$ cat config.mk
export PLATFORM = sky130hd
export DESIGN_NAME = cwc_top
export DESIGN_NICKNAME = d
export VERILOG_FILES = /design/src/inc/cwc_pkg.sv /design/src/verilog/cwc_top.sv /design/src/verilog/cwc_deadband.sv
export SDC_FILE = /design/constraint.sdc
export NUM_CORES = 1
export LEC_CHECK = 0
export BUFFER_PORTS_ARGS = -buffer_cell sky130_fd_sc_hd__buf_2
export CAP_MARGIN = 10
export CELL_PAD_IN_SITES_DETAIL_PLACEMENT = 0
export CELL_PAD_IN_SITES_GLOBAL_PLACEMENT = 1
export CORE_MARGIN = 2
export CORE_UTILIZATION = 44
export DETAILED_ROUTE_END_ITERATION = 7
export GPL_ROUTABILITY_DRIVEN = 0
export PLACE_DENSITY = 0.93
export SLEW_MARGIN = 15
export SYNTH_ARGS = -nofsm -noshare
export SYNTH_HDL_FRONTEND = slang
export SYNTH_HIERARCHICAL = 1
export SYNTH_SLANG_ARGS = --single-unit
$ cat constraint.sdc
create_clock -name mclk -period 4.3 [get_ports mclk]
set_input_delay 0.43 -clock mclk [delete_from_list [all_inputs] [get_ports mclk]]
set_output_delay 0.43 -clock mclk [all_outputs]
set_load 0.05 [all_outputs]
$ cat src/inc/cwc_pkg.sv
package cwc_pkg;
  // register byte addresses on the bus
  localparam logic [7:0] ADR_CTRL = 8'h00;
  localparam logic [7:0] ADR_DB_RISE = 8'h04;
  localparam logic [7:0] ADR_DB_FALL = 8'h08;
  localparam logic [7:0] ADR_SHUT = 8'h0C;
  localparam logic [7:0] ADR_STATUS = 8'h10;

  // waveform_control_zero field positions
  localparam int CTRL_EN = 7;
  localparam int CTRL_OEB = 6;
  localparam int CTRL_OEA = 5;
  localparam int CTRL_POLB = 4;
  localparam int CTRL_POLA = 3;
  localparam int CTRL_CS = 0;
  // writable bits of waveform_control_zero, bits 2 and 1 stay zero
  localparam logic [7:0] CTRL_MASK = 8'hF9;

  // shutdown control field positions
  localparam int SHUT_SW = 0;
  localparam int SHUT_OVR_A = 1;
  localparam int SHUT_OVR_B = 2;

  // dead-band count width
  localparam int DB_W = 6;

  // values after reset
  localparam logic [7:0] CTRL_RST = 8'h00;
  localparam logic [DB_W-1:0] DB_RST = 6'h00;
  localparam logic [2:0] SHUT_RST = 3'h0;

  typedef enum logic [5:0] {
    ST_OFF = 6'h01,
    ST_SHUT = 6'h02,
    ST_RISE = 6'h04,
    ST_A = 6'h08,
    ST_FALL = 6'h10,
    ST_B = 6'h20
  } cwc_state_e;
endpackage

$ cat src/verilog/cwc_top.sv
// Function
// - complementary output enable bit 6 passes the complementary output to its pin
// - primary output enable bit 5 passes the primary output to its pin
// - primary invert bit 3 inverts the primary output when set
// - complementary invert bit 4 inverts the complementary output when set
// - bits 2 and 1 of control zero read zero, writes ignored
// - dead band counts generator clock periods from zero up to the count
// - invert bits do not touch the shutdown override levels
`timescale 1ns/1ns
module cwc_top (
  input wire logic mclk, // system clock, 10 MHz
  input wire logic rst, // asynchronous reset, active high
  input wire logic wb_cyc_i, // wishbone cycle
  input wire logic wb_stb_i, // wishbone strobe
  input wire logic wb_we_i, // wishbone write enable
  input wire logic [7:0] wb_adr_i, // wishbone byte address
  input wire logic [3:0] wb_sel_i, // wishbone byte lanes
  input wire logic [31:0] wb_dat_i, // wishbone write data
  output logic [31:0] wb_dat_o, // wishbone read data
  output logic wb_ack_o, // wishbone acknowledge
  input wire logic source_in, // input source waveform
  input wire logic fast_osc_tick, // fast internal oscillator period pulse
  input wire logic shutdown_in, // external shutdown, active high level
  output logic primary_output, // primary output pin level
  output logic primary_output_oe, // primary pin driven
  output logic complementary_output, // complementary output pin level
  output logic complementary_output_oe // complementary pin driven
);
  typedef struct packed {
    logic [7:0] ctrl;
    logic [cwc_pkg::DB_W-1:0] dbr;
    logic [cwc_pkg::DB_W-1:0] dbf;
    logic [2:0] shut;
    cwc_pkg::cwc_state_e state;
    logic src_q;
    logic ack;
    logic [31:0] dat;
    logic pa;
    logic pa_oe;
    logic pb;
    logic pb_oe;
  } cwc_top_s;

  cwc_top_s r;
  cwc_top_s next_r;
  logic tick;
  logic rise_edge;
  logic fall_edge;
  logic shut_req;
  logic enabled;
  logic rise_done;
  logic fall_done;
  logic rise_start;
  logic fall_start;
  logic bus_req;

  assign enabled = r.ctrl[cwc_pkg::CTRL_EN];
  // generator clock: fast oscillator pulse or every system clock
  assign tick = r.ctrl[cwc_pkg::CTRL_CS] ? fast_osc_tick : 1'b1;
  assign rise_edge = source_in && !r.src_q;
  assign fall_edge = !source_in && r.src_q;
  assign shut_req = r.shut[cwc_pkg::SHUT_SW] || shutdown_in;
  assign bus_req = wb_cyc_i && wb_stb_i && !r.ack;
  assign rise_start = (next_r.state == cwc_pkg::ST_RISE) &&
                      (r.state != cwc_pkg::ST_RISE);
  assign fall_start = (next_r.state == cwc_pkg::ST_FALL) &&
                      (r.state != cwc_pkg::ST_FALL);

  cwc_deadband u_rise (
    .mclk(mclk),
    .rst(rst),
    .start(rise_start),
    .tick(tick),
    .limit(r.dbr),
    .done(rise_done)
  );

  cwc_deadband u_fall (
    .mclk(mclk),
    .rst(rst),
    .start(fall_start),
    .tick(tick),
    .limit(r.dbf),
    .done(fall_done)
  );

  always_comb begin
    next_r = r;
    next_r.ack = 1'b0;
    next_r.src_q = source_in;
    // register slave: one-cycle answer, unmapped reads zero
    if (bus_req) begin
      next_r.ack = 1'b1;
      next_r.dat = '0;
      case (wb_adr_i)
        cwc_pkg::ADR_CTRL: begin
          next_r.dat[7:0] = r.ctrl;
          if (wb_we_i && wb_sel_i[0]) begin
            next_r.ctrl = wb_dat_i[7:0] & cwc_pkg::CTRL_MASK;
          end
        end
        cwc_pkg::ADR_DB_RISE: begin
          next_r.dat[cwc_pkg::DB_W-1:0] = r.dbr;
          if (wb_we_i && wb_sel_i[0]) begin
            next_r.dbr = wb_dat_i[cwc_pkg::DB_W-1:0];
          end
        end
        cwc_pkg::ADR_DB_FALL: begin
          next_r.dat[cwc_pkg::DB_W-1:0] = r.dbf;
          if (wb_we_i && wb_sel_i[0]) begin
            next_r.dbf = wb_dat_i[cwc_pkg::DB_W-1:0];
          end
        end
        cwc_pkg::ADR_SHUT: begin
          next_r.dat[2:0] = r.shut;
          if (wb_we_i && wb_sel_i[0]) begin
            next_r.shut = wb_dat_i[2:0];
          end
        end
        cwc_pkg::ADR_STATUS: begin
          next_r.dat[7:0] = {r.pb, r.pa, r.state};
        end
        default: begin
          next_r.dat = '0;
        end
      endcase
    end

    // waveform sequencer
    case (r.state)
      cwc_pkg::ST_OFF: begin
        next_r.state = source_in ? cwc_pkg::ST_RISE : cwc_pkg::ST_FALL;
      end
      cwc_pkg::ST_SHUT: begin
        if (!shut_req && rise_edge) begin
          next_r.state = cwc_pkg::ST_RISE;
        end
      end
      cwc_pkg::ST_RISE: begin
        if (fall_edge) begin
          next_r.state = cwc_pkg::ST_FALL;
        end else if (rise_done) begin
          next_r.state = cwc_pkg::ST_A;
        end
      end
      cwc_pkg::ST_A: begin
        if (fall_edge) begin
          next_r.state = cwc_pkg::ST_FALL;
        end
      end
      cwc_pkg::ST_FALL: begin
        if (rise_edge) begin
          next_r.state = cwc_pkg::ST_RISE;
        end else if (fall_done) begin
          next_r.state = cwc_pkg::ST_B;
        end
      end
      cwc_pkg::ST_B: begin
        if (rise_edge) begin
          next_r.state = cwc_pkg::ST_RISE;
        end
      end
      default: begin
        next_r.state = cwc_pkg::ST_OFF;
      end
    endcase
    if (!enabled) begin
      next_r.state = cwc_pkg::ST_OFF;
    end else if (shut_req) begin
      next_r.state = cwc_pkg::ST_SHUT;
    end

    // pin levels follow the next state so they leave a flip-flop
    if (next_r.state == cwc_pkg::ST_SHUT) begin
      next_r.pa = next_r.shut[cwc_pkg::SHUT_OVR_A];
      next_r.pb = next_r.shut[cwc_pkg::SHUT_OVR_B];
    end else begin
      next_r.pa = (next_r.state == cwc_pkg::ST_A) ^
                  next_r.ctrl[cwc_pkg::CTRL_POLA];
      next_r.pb = (next_r.state == cwc_pkg::ST_B) ^
                  next_r.ctrl[cwc_pkg::CTRL_POLB];
    end
    next_r.pa_oe = next_r.ctrl[cwc_pkg::CTRL_OEA] &&
                   next_r.ctrl[cwc_pkg::CTRL_EN];
    next_r.pb_oe = next_r.ctrl[cwc_pkg::CTRL_OEB] &&
                   next_r.ctrl[cwc_pkg::CTRL_EN];
  end

  always_ff @(posedge mclk or posedge rst) begin
    if (rst) begin
      r <= '0;
      r.ctrl <= cwc_pkg::CTRL_RST;
      r.dbr <= cwc_pkg::DB_RST;
      r.dbf <= cwc_pkg::DB_RST;
      r.shut <= cwc_pkg::SHUT_RST;
      r.state <= cwc_pkg::ST_OFF;
    end else begin
      r <= next_r;
    end
  end

  assign wb_dat_o = r.dat;
  assign wb_ack_o = r.ack;
  assign primary_output = r.pa;
  assign primary_output_oe = r.pa_oe;
  assign complementary_output = r.pb;
  assign complementary_output_oe = r.pb_oe;
endmodule

$ cat src/verilog/cwc_deadband.sv
`timescale 1ns/1ns
module cwc_deadband (
  input wire logic mclk, // system clock
  input wire logic rst, // asynchronous reset, active high
  input wire logic start, // one-cycle pulse, restarts the interval
  input wire logic tick, // one period of the generator clock
  input wire logic [cwc_pkg::DB_W-1:0] limit, // programmed count
  output logic done // interval complete, one-cycle pulse
);
  typedef struct packed {
    logic busy;
    logic [cwc_pkg::DB_W-1:0] cnt;
  } cwc_db_s;

  cwc_db_s r;
  cwc_db_s next_r;

  assign done = r.busy && (r.cnt == limit);

  always_comb begin
    next_r = r;
    if (start) begin
      next_r.busy = 1'b1;
      next_r.cnt = '0;
    end else if (done) begin
      next_r.busy = 1'b0;
    end else if (r.busy && tick) begin
      next_r.cnt = r.cnt + 1'b1;
    end
  end

  always_ff @(posedge mclk or posedge rst) begin
    if (rst) begin
      r <= '0;
    end else begin
      r <= next_r;
    end
  end
endmodule

==> results of run 1 <==
## cell families after synthesis
logic type               share of synthesized area (%)
AND/OR/NAND/NOR                                   20.3
flip-flops                                        40.4
buffers and inverters                             9.40
other                                            0.110
AO/OA/AOI/OAI                                     12.2
adder cells (fa/ha/maj)                          0.734
multiplexers                                      12.9
XOR/XNOR                                          3.85
## worst max path at each step
stage                     slack, ns     endpoint  cells after the start        start
after global routing           1.15  u_rise/r[2]                     10  u_fall/r[3]
final                          1.29  u_rise/r[2]                     10  u_fall/r[3]
after detailed placement       1.34  u_rise/r[2]                     10  u_fall/r[3]
after global placement         1.35  u_rise/r[2]                     10  u_fall/r[3]
after CTS                      1.30  u_rise/r[2]                     10  u_fall/r[3]
after floorplan                1.55  u_rise/r[3]                      9  u_rise/r[1]
## state kept, by name, indices dropped and copies added (netlist names)
name,flops
primary_output,1
complementary_output,1
u_fall/r,7
r,27
primary_output_oe,1
enabled,1
u_rise/r,7
complementary_output_oe,1
wb_dat_o,8
wb_ack_o,1
## layout make-up
type	count	area, um2	area share [%]
Clock inverter	3	23.8	0.653
Sequential cell	55	1380	37.8
Tap cell	102	128	3.51
Inverter	10	37.5	1.03
Clock buffer	5	68.8	1.89
Multi-Input combinational cell	256	1800	49.4
Timing Repair Buffer	40	208	5.71
## power by group
| group | switching, uW | internal (uW) | total, uW |
|---|---|---|---|
| Combinational | 127 | 60.8 | 188 |
| Sequential | 25.1 | 535 | 561 |
| Clock | 178 | 117 | 294 |
## per-layer routing
layer	vias up	wire length (um)	track usage (%)
li1	1209	-	-
met4	0	153	5.97
met3	11	257	3.53
met2	56	3360	27.9
met5	-	0	0
met1	1203	3070	22.7
## per-stage QoR
stage	utilization, %	total power, uW	setup WS [ns]	std cells	hold slack [ns]
4_1_cts	47.8	1050	1.30	471	0.0686
6_report	47.8	1040	1.29	471	0.0662
5_1_grt	47.8	1100	1.15	471	0.0690
3_5_place_dp	46.6	760	1.34	463	0.422
3_3_place_gp	46.6	753	1.35	463	0.415
2_1_floorplan	-	733	1.55	364	0.233
## worst max-delay path, delay by kind of cell (launching register included)
family | cells | cell delay, ns
compound gates | 3 | 0.60
xor+xnor | 1 | 0.20
buf+inv | 1 | 0.20
flops | 1 | 0.44
simple gates | 5 | 1.48
## cell usage after synthesis, types with 3 or more instances
| master | count | area (um2) |
|---|---|---|
| mux2i_1 | 8 | 80.1 |
| nor3_1 | 4 | 20.0 |
| a22oi_1 | 4 | 30.0 |
| mux2_2 | 12 | 135 |
| buf_4 | 32 | 240 |
| dfrtp_1 | 54 | 1350 |
| nand3_1 | 8 | 40.0 |
| nand2b_1 | 9 | 56.3 |
| mux2_4 | 6 | 90.1 |
| a2bb2oi_1 | 3 | 26.3 |
| mux2_1 | 12 | 135 |
| clkbuf_1 | 9 | 33.8 |
| a21oi_1 | 15 | 75.1 |
| a21o_1 | 4 | 30.0 |
| nand2_1 | 25 | 93.8 |
| inv_1 | 10 | 37.5 |
| or3_1 | 3 | 18.8 |
| o21ai_0 | 16 | 80.1 |
| xor2_1 | 15 | 131 |
| nor2_1 | 21 | 78.8 |
| nor2b_1 | 12 | 75.1 |
| nor4_1 | 4 | 25.0 |
==> results.ini, run 1 <==
[run_status]
status = completed

[timing]
setup_viol = 0
relSlewSlack_pct = 51.8
skew_ns = 0.00435
finalCritPeriodShare_pct = 70.0
period_needed_ns = 3.01
grt_setup_unrepaired = no
hold_violations = 0
fmax_ghz = 0.332
maxSlewViolCount = 0
final.setup.tns_ns = 0
tightestPinTransition_ns = 0.722

[clock_tree]
clk_pin_slew_ns = 0.10
cts.htree.levels = 2
cts_tree = built
cts_sinks = 55
ctsLongestPathBuffers = 2
cts_post_setup_buffers_inserted = 0
cts_root_buf = clkbuf_8
numCtsBuffers = 5
post_cts_resized = 0
ctsHoldBuffers = 0
insertion_delay_ns = 0.31

[synth]
ys_async_sr_fraction_pct = 100
syn_inst = 341
synth_seq_cells = 55
yosysWarnings = 6
synth_area_um2 = 3410
ys_seq_area_share_pct = 40.4
syn_avg_cell_area_um2 = 9.99
synth.distinct_cells = 63
ys.flop_type = dfrtp_1
synth_edf_count = 0

[setup_path]
r2r_end = u_rise/r[2]
crit_fanout = 14
crit_chain = xor2_1 > nor4_4 > and3_2 > nand3b_1 > a211oi_2 > nor3b_1 > buf_4 > or4b_1 > a21o_1 > o311ai_1
start_kind = flip-flop
r2r_start = u_fall/r[3]
crit_path_top_delay_cell = nor4_4
max_stage_delay_ns = 0.48
crit_type = flip-flop to flip-flop
cp_data_arrival_time_ns = 3.23
worst-endpoint-required_ns = 4.52
reg2reg_slack_ns = 1.29
reg2regPathDepth = 10
end_kind = flip-flop

[drt]
drtIter0Drc = 126
wl_per_cell_um = 14.5
drc = 0
routed_wl_um = 6840
ant_nets = 0
via_per_inst = 5.26
vias = 2479
firstDrtPassIters = 4

[power_and_ir_drop]
peakVddDrop_uv = 123
p_per_area_nw_per_um2 = 287
cellLeakagePower_uw = 0.00187

[floorplan]
die_x_um = 92.0
die_h_um = 92.0
die_area_um2 = 8470
core.rowCount = 32
io_pins = 89
start_util_pct = 44.8
core_area_um2 = 7610

[cells_and_area]
drive_above_1_share_pct = 23.0
synthToLayoutAreaGrowth_pct = 6.79
fin_area_um2 = 3640
n_fill_cell = 696
mostFrequentLayoutCells = 54 x dfrtp_1, 37 x buf_2, 25 x nand2_1
antennaDiodeCount = 0
final_common_cell = dfrtp_1
nets = 422

[global_routing]
overflow = 0
grt_use_total_pct = 17.1
grt_pass1_wl_um = 11500
first_global_vias = 2307
grt_max_degree = 42
antenna_found_initial = 0

[placement]
port_buffers = 37
place_area_um2 = 3550
dp_hpwl_um = 5280

[run]
maxCapViolations = 0

[min_path]
min_path_type = input port to async pin

Power figures use the tool's default switching activity.
==> run 2, diff against run 1 <==
CORE_UTILIZATION = 37   (was 44)
PLACE_DENSITY = 0.84   (was 0.93)
clock period = 2.5 ns   (was 4.3 ns; I/O delays follow)
==> run 2 against run 1 <==
Net effect:
- the run now ends with setup timing left
- fmax rose by 18%
- die area rose by 18%
- sequential power grew 70%
- highest routed layer unchanged
- flip-flop and latch count stayed put
- cell count increased by 12%
- largest cell class unchanged
- largest power group unchanged
- sequential share of layout area fell by 4.7 points
==> results.ini, run 2 (synthesis results as in run 1) <==
[setup_path]
end_kind = flip-flop
crit_type = flip-flop to flip-flop
worst-endpoint-required_ns = 2.72  ; -1.80 ns
start_kind = flip-flop
reg2regPathDepth = 10  ; unchanged
cp_data_arrival_time_ns = 2.77  ; -0.46 ns
crit_fanout = 6  ; -8

[clock_tree]
numCtsBuffers = 5  ; unchanged
cts.htree.levels = 2  ; unchanged
cts_root_buf = clkbuf_8
cts_sinks = 55  ; unchanged
ctsLongestPathBuffers = 2  ; unchanged
insertion_delay_ns = 0.32  ; about the same
cts_tree = built
clk_pin_slew_ns = 0.10  ; about the same

[drt]
routed_wl_um = 7860  ; +15%
drtIter0Drc = 116  ; -7.9%
vias = 2655  ; +7.1%
via_per_inst = 5.02  ; -4.6%
drc = 0  ; unchanged
wl_per_cell_um = 14.9  ; +2.3%
firstDrtPassIters = 4  ; unchanged
ant_nets = 0  ; unchanged

[run]
maxCapViolations = 0  ; unchanged

[power_and_ir_drop]
pwr-share-clk_pct = 30.8  ; +2.6 points
switching_share_pct = 29.9  ; -1.7 points
p_seq_share_pct = 48.3  ; -5.4 points
peakVddDrop_uv = 252  ; +100%
total_power_uw = 1980  ; +90%
netSwitchingPower_uw = 592  ; +79%
p_int_uw = 1380  ; +94%
cellLeakagePower_uw = 0.00214  ; +14%
p_per_area_nw_per_um2 = 476  ; +66%
combPwrFrac_pct = 20.9  ; +2.9 points

[global_routing]
antenna_found_initial = 0  ; unchanged
overflow = 0  ; unchanged
grt_pass1_wl_um = 12800  ; +11%
first_global_vias = 2599  ; +13%
grt_use_total_pct = 16.2  ; -0.97 points
grt_max_degree = 42  ; unchanged

[cells_and_area]
multiInputGateArea_um2 = 1910  ; +6.1%
drive_above_1_share_pct = 35.2  ; +12 points
nets = 471  ; +12%
final_common_cell = dfrtp_1
synthToLayoutAreaGrowth_pct = 21.9
mostFrequentLayoutCells = 54 x dfrtp_1, 50 x buf_4, 37 x buf_2
ff_latch_area_um2 = 1380  ; unchanged
largest_reg_flops = 27  ; unchanged
n_fill_cell = 846  ; +22%
regMostFlops = r
antennaDiodeCount = 0  ; unchanged
final_cell_count_no_fill = 529  ; +12%

[floorplan]
core.rowCount = 35  ; +9.4%
die_area_um2 = 10000  ; +18%
core_area_um2 = 9060  ; +19%
start_util_pct = 37.6  ; -7.2 points
die_h_um = 100  ; +8.7%
io_pins = 89  ; unchanged
die_x_um = 100  ; +8.7%

[timing]
worst_slack_ns = -0.0465  ; -1.34 ns
setup_viol = 4  ; +4
grt_setup_unrepaired = yes
maxSlewViolCount = 0  ; unchanged
hold_violations = 0  ; unchanged
fmax_ghz = 0.393  ; +18%
finalCritPeriodShare_pct = 102  ; +32 points
tightestPinTransition_ns = 0.526  ; -0.195 ns
period_needed_ns = 2.55  ; -0.464 ns
relSlewSlack_pct = 64.9  ; +13 points
skew_ns = 0.0168  ; +0.0124 ns

[placement]
preCtsSetupSlack_ns = -0.167  ; -1.51 ns
dp_hpwl_um = 6040  ; +14%
port_buffers = 37  ; unchanged
dp_cells = 514  ; +11%

[min_path]
min_path_type = input port to flip-flop
holdPathStages = 1

[run_status]
status = complete, but fails checks
violations = setup timing

## run 2: changes by cell type in the layout (fill, tap and decap cells not counted), moves of 3 or more
| cell | previous run | this run |
|---|---|---|
| buf_4 | 3 | 50 |
| mux2_1 | 12 | 9 |
| mux2_4 | 6 | 9 |
| xor2_1 | 15 | 11 |
| xor2_2 | 0 | 4 |
## run 2: final cells by class
| type | instances | area share (%) |
|---|---|---|
| Inverter | 10 | 0.904 |
| Tap cell | 111 | 3.34 |
| Clock buffer | 6 | 1.75 |
| Multi-Input combinational cell | 256 | 45.9 |
| Clock inverter | 2 | 0.934 |
| Sequential cell | 55 | 33.2 |
| Timing Repair Buffer | 89 | 14.0 |
## run 2: critical path, stage by stage, from the launching register on
cell and delay (ns):
dfrtp_1 0.41, xor2_1 0.19, nor4_4 0.30, and3_4 0.23, nand3b_1 0.12, a211oi_4 0.28, nor3b_4 0.09, buf_6 0.14
or4b_1 0.46, a21o_1 0.17, o311ai_1 0.07
## run 2: routing by layer
| layer | wire, um | track usage [%] | share of wire (%) | vias up |
|---|---|---|---|---|
| met5 | 0 | 0 | 0 | - |
| met4 | 94 | 4.11 | 1.2 | 0 |
| met3 | 302 | 2.72 | 3.8 | 8 |
| met2 | 4060 | 28.0 | 52 | 43 |
| met1 | 3400 | 21.1 | 43 | 1304 |
| li1 | - | - | - | 1300 |
## run 2: final timing paths
path / from / endpoint / slack (ns)
max reg2reg: u_fall/r[4] / u_rise/r[2] / -0.05
min in group asynchronous: rst / u_rise/r[2] / 0.45
max: u_fall/r[4] / u_rise/r[2] / -0.05
max in group asynchronous: rst / r[38] / 1.48
min: source_in / r[37] / 0.11
min reg2reg: wb_dat_o[3] / wb_dat_o[3] / 0.49
## run 2: stage by stage
step	instance area, um2	TNS [ns]	utilization [%]	hold slack, ns
after floorplan	3530	-0.000927	-	0.0534
after global placement	3910	-0.284	43.1	0.243
after detailed placement	3910	-0.738	43.1	0.251
after CTS	4110	-0.0602	45.3	0.0900
after global routing	4150	-0.508	45.8	0.101
final	4150	-0.150	45.8	0.106
## run 2: repair_timing
action | in CTS | in global routing
setup buffers | 3 | 3
endpoints found under the hold margin | 14 | 0
pin swaps | 4 | 1
hold buffers | 1 | 0
endpoints found under the setup margin | 6 | 9
gates resized for setup | 10 | 6
## run 2: power by group through the flow
stage | Combinational [uW] | Sequential, uW | Clock, uW
after floorplan | 289 | 976 | 0
after global placement | 384 | 970 | 0
after detailed placement | 396 | 973 | 0
after CTS | 414 | 956 | 626
after global routing | 451 | 960 | 662
final | 413 | 955 | 609
==> run 3, diff against run 2 <==
CORE_MARGIN = 4   (was 2)
CORE_UTILIZATION = 45   (was 37)
CTS_BUF_LIST = sky130_fd_sc_hd__clkbuf_8   (was not set)
PLACE_DENSITY = 0.95   (was 0.84)
clock period = 3 ns   (was 2.5 ns; I/O delays follow)
==> run 3 against run 2 <==
Net effect:
- the run now ends clean
- non-clock buffer count is 44 lower
- clock power is 5.1% lower
- register-to-register slack better by 0.25 ns
- hold slack better by 0.034 ns
- worst setup slack better by 0.25 ns
- first-iteration DRC count is 4.3% higher
- global-route usage is 0.18 points higher
- largest cell class unchanged
==> results.ini, run 3 (synthesis results as in run 1) <==
[cells_and_area]
nets = 427  ; -9.3%
synthToLayoutAreaGrowth_pct = 9.14
regMostFlops = r
drive_above_1_share_pct = 23.8  ; -11 points
final_common_cell = dfrtp_1
mostFrequentLayoutCells = 54 x dfrtp_1, 37 x buf_2, 25 x nand2_1
largest_reg_flops = 27  ; unchanged
fin_util_pct = 51.0  ; +5.2 points
antennaDiodeCount = 0  ; unchanged

[setup_path]
worst-endpoint-required_ns = 3.22  ; +0.50 ns
r2r_start = u_fall/r[3]
crit_chain = xor2_1 > nor4_4 > and3_2 > nand3b_1 > a211oi_2 > nor3b_1 > buf_4 > or4b_1 > a21o_1 > o311ai_1
crit_start = u_fall/r[3]
start_kind = flip-flop
cp_data_arrival_time_ns = 3.02  ; +0.25 ns
crit_path_top_delay_cell = or4b_1
max_stage_delay_ns = 0.47  ; about the same
crit_type = flip-flop to flip-flop
end_kind = flip-flop
crit_fanout = 13  ; +7

[floorplan]
die_x_um = 95.0  ; -4.9%
io_pins = 89  ; unchanged
die_area_um2 = 9030  ; -9.6%
die_h_um = 95.0  ; -4.9%
core_area_um2 = 7290  ; -20%
start_util_pct = 46.7  ; +9.1 points
core.rowCount = 31  ; -11%

[power_and_ir_drop]
netSwitchingPower_uw = 471  ; -20%
p_per_area_nw_per_um2 = 449  ; -5.7%
switching_share_pct = 28.2  ; -1.7 points
peakVddDrop_uv = 207  ; -18%
p_int_uw = 1200  ; -13%
pwr-share-clk_pct = 34.7  ; +3.9 points
combPwrFrac_pct = 17.0  ; -3.9 points
cellLeakagePower_uw = 0.00192  ; -10%
p_seq_share_pct = 48.3  ; about the same
total_power_uw = 1670  ; -16%

[clock_tree]
cts_root_buf = clkbuf_8
post_cts_resized = 0  ; -10
cts_tree = built
clk_pin_slew_ns = 0.10  ; about the same
cts.htree.levels = 2  ; unchanged
numCtsBuffers = 5  ; unchanged
cts_sinks = 55  ; unchanged
insertion_delay_ns = 0.31  ; about the same
ctsLongestPathBuffers = 2  ; unchanged

[drt]
vias = 2506  ; -5.6%
drc = 0  ; unchanged
routed_wl_um = 7200  ; -8.5%
wl_per_cell_um = 15.2  ; +2.4%
drtIter0Drc = 121  ; +4.3%
via_per_inst = 5.30  ; +5.6%
ant_nets = 0  ; unchanged
firstDrtPassIters = 5  ; +1

[global_routing]
overflow = 0  ; unchanged
grt_max_degree = 42  ; unchanged
grt_pass1_wl_um = 11800  ; -8.2%
grt_use_total_pct = 16.3  ; +0.18 points
antenna_found_initial = 0  ; unchanged
first_global_vias = 2457  ; -5.5%

[timing]
skew_ns = 0.00983  ; -0.00695 ns
maxSlewViolCount = 0  ; unchanged
relSlewSlack_pct = 66.3  ; +1.3 points
finalCritPeriodShare_pct = 93.1  ; -8.8 points
setup_viol = 0  ; -4
hold_violations = 0  ; unchanged
tightestPinTransition_ns = 0.506  ; -0.0201 ns
period_needed_ns = 2.79  ; +0.247 ns
final.setup.tns_ns = 0  ; +0.150 ns
grt_setup_unrepaired = no
fmax_ghz = 0.358  ; -8.8%

[placement]
port_buffers = 37  ; unchanged
dp_hpwl_um = 5570  ; -7.9%

[min_path]
min_path_type = input port to flip-flop
hold_start = source_in

[run_status]
status = completed

[run]
maxCapViolations = 0  ; unchanged

[run 3: cell types whose count changed in the layout (fill, tap and decap cells not counted), sizes merged]
cell	delta
bufinv	+1
clkbuf	-1
buf	-44
clkinvlp	+1
inv	-1
[run 3: path summary, 6_finish.rpt]
check                         endpoint  slack (ns)  depth (start not counted)
setup / recovery           u_rise/r[2]        0.21                         10
hold / removal                   r[37]        0.14                          1
setup reg to reg           u_rise/r[2]        0.21                         10
hold reg to reg            wb_dat_o[6]        0.48                          2
max in group asynchronous        r[38]        1.94                          4
min in group asynchronous  u_rise/r[5]        0.48                          3
[run 3: metrics by stage]
step	cells	instance area [um2]	hold slack [ns]	setup WS [ns]
6_report	473	3720	0.140	0.207
5_1_grt	473	3720	0.148	0.0202
4_1_cts	473	3720	0.136	0.185
3_5_place_dp	464	3570	0.280	0.219
3_3_place_gp	464	3570	0.277	0.278
2_1_floorplan	364	3490	0.103	0.253
[run 3: what timing repair did]
item / in CTS / in global routing
setup endpoints to repair: 0 / 1
hold buffers: 1 / 0
buffers inserted: 0 / 0
endpoints found under the hold margin: 14 / 0
[run 3: cell type report]
cell class	instances	area, um2
fillers	663	3570
multi-input cells	256	1800
flip-flops and latches	55	1380
repair buffers	45	248
well taps	99	124
clock buffers	5	68.8
clock inverters	3	67.6
inverters	10	37.5
[run 3: routing by layer]
metal | share of wire (%) | track usage, % | vias up
li1 | - | - | 1216
met1 | 45 | 20.8 | 1223
met2 | 50 | 28.6 | 52
met3 | 3.9 | 2.45 | 15
met4 | 1.7 | 5.05 | 0
met5 | 0 | 0 | -
[run 3: worst max-delay path, delay by kind of cell (launching register included)]
kind                      cells  cell delay [ns]
and+or+nand+nor               5             1.26
AOI/OAI and AO/OA             3             0.58
xor gates and xnor gates      1             0.21
buffers and inverters         1             0.20
DFF                           1             0.45
[run 3: power by group through the flow]
stage          Sequential [uW]  Combinational (uW)  Clock, uW
6_report                   806                 284        578
5_1_grt                    811                 312        614
4_1_cts                    807                 286        591
3_5_place_dp               821                 283          0
3_3_place_gp               818                 276          0
2_1_floorplan              812                 239          0
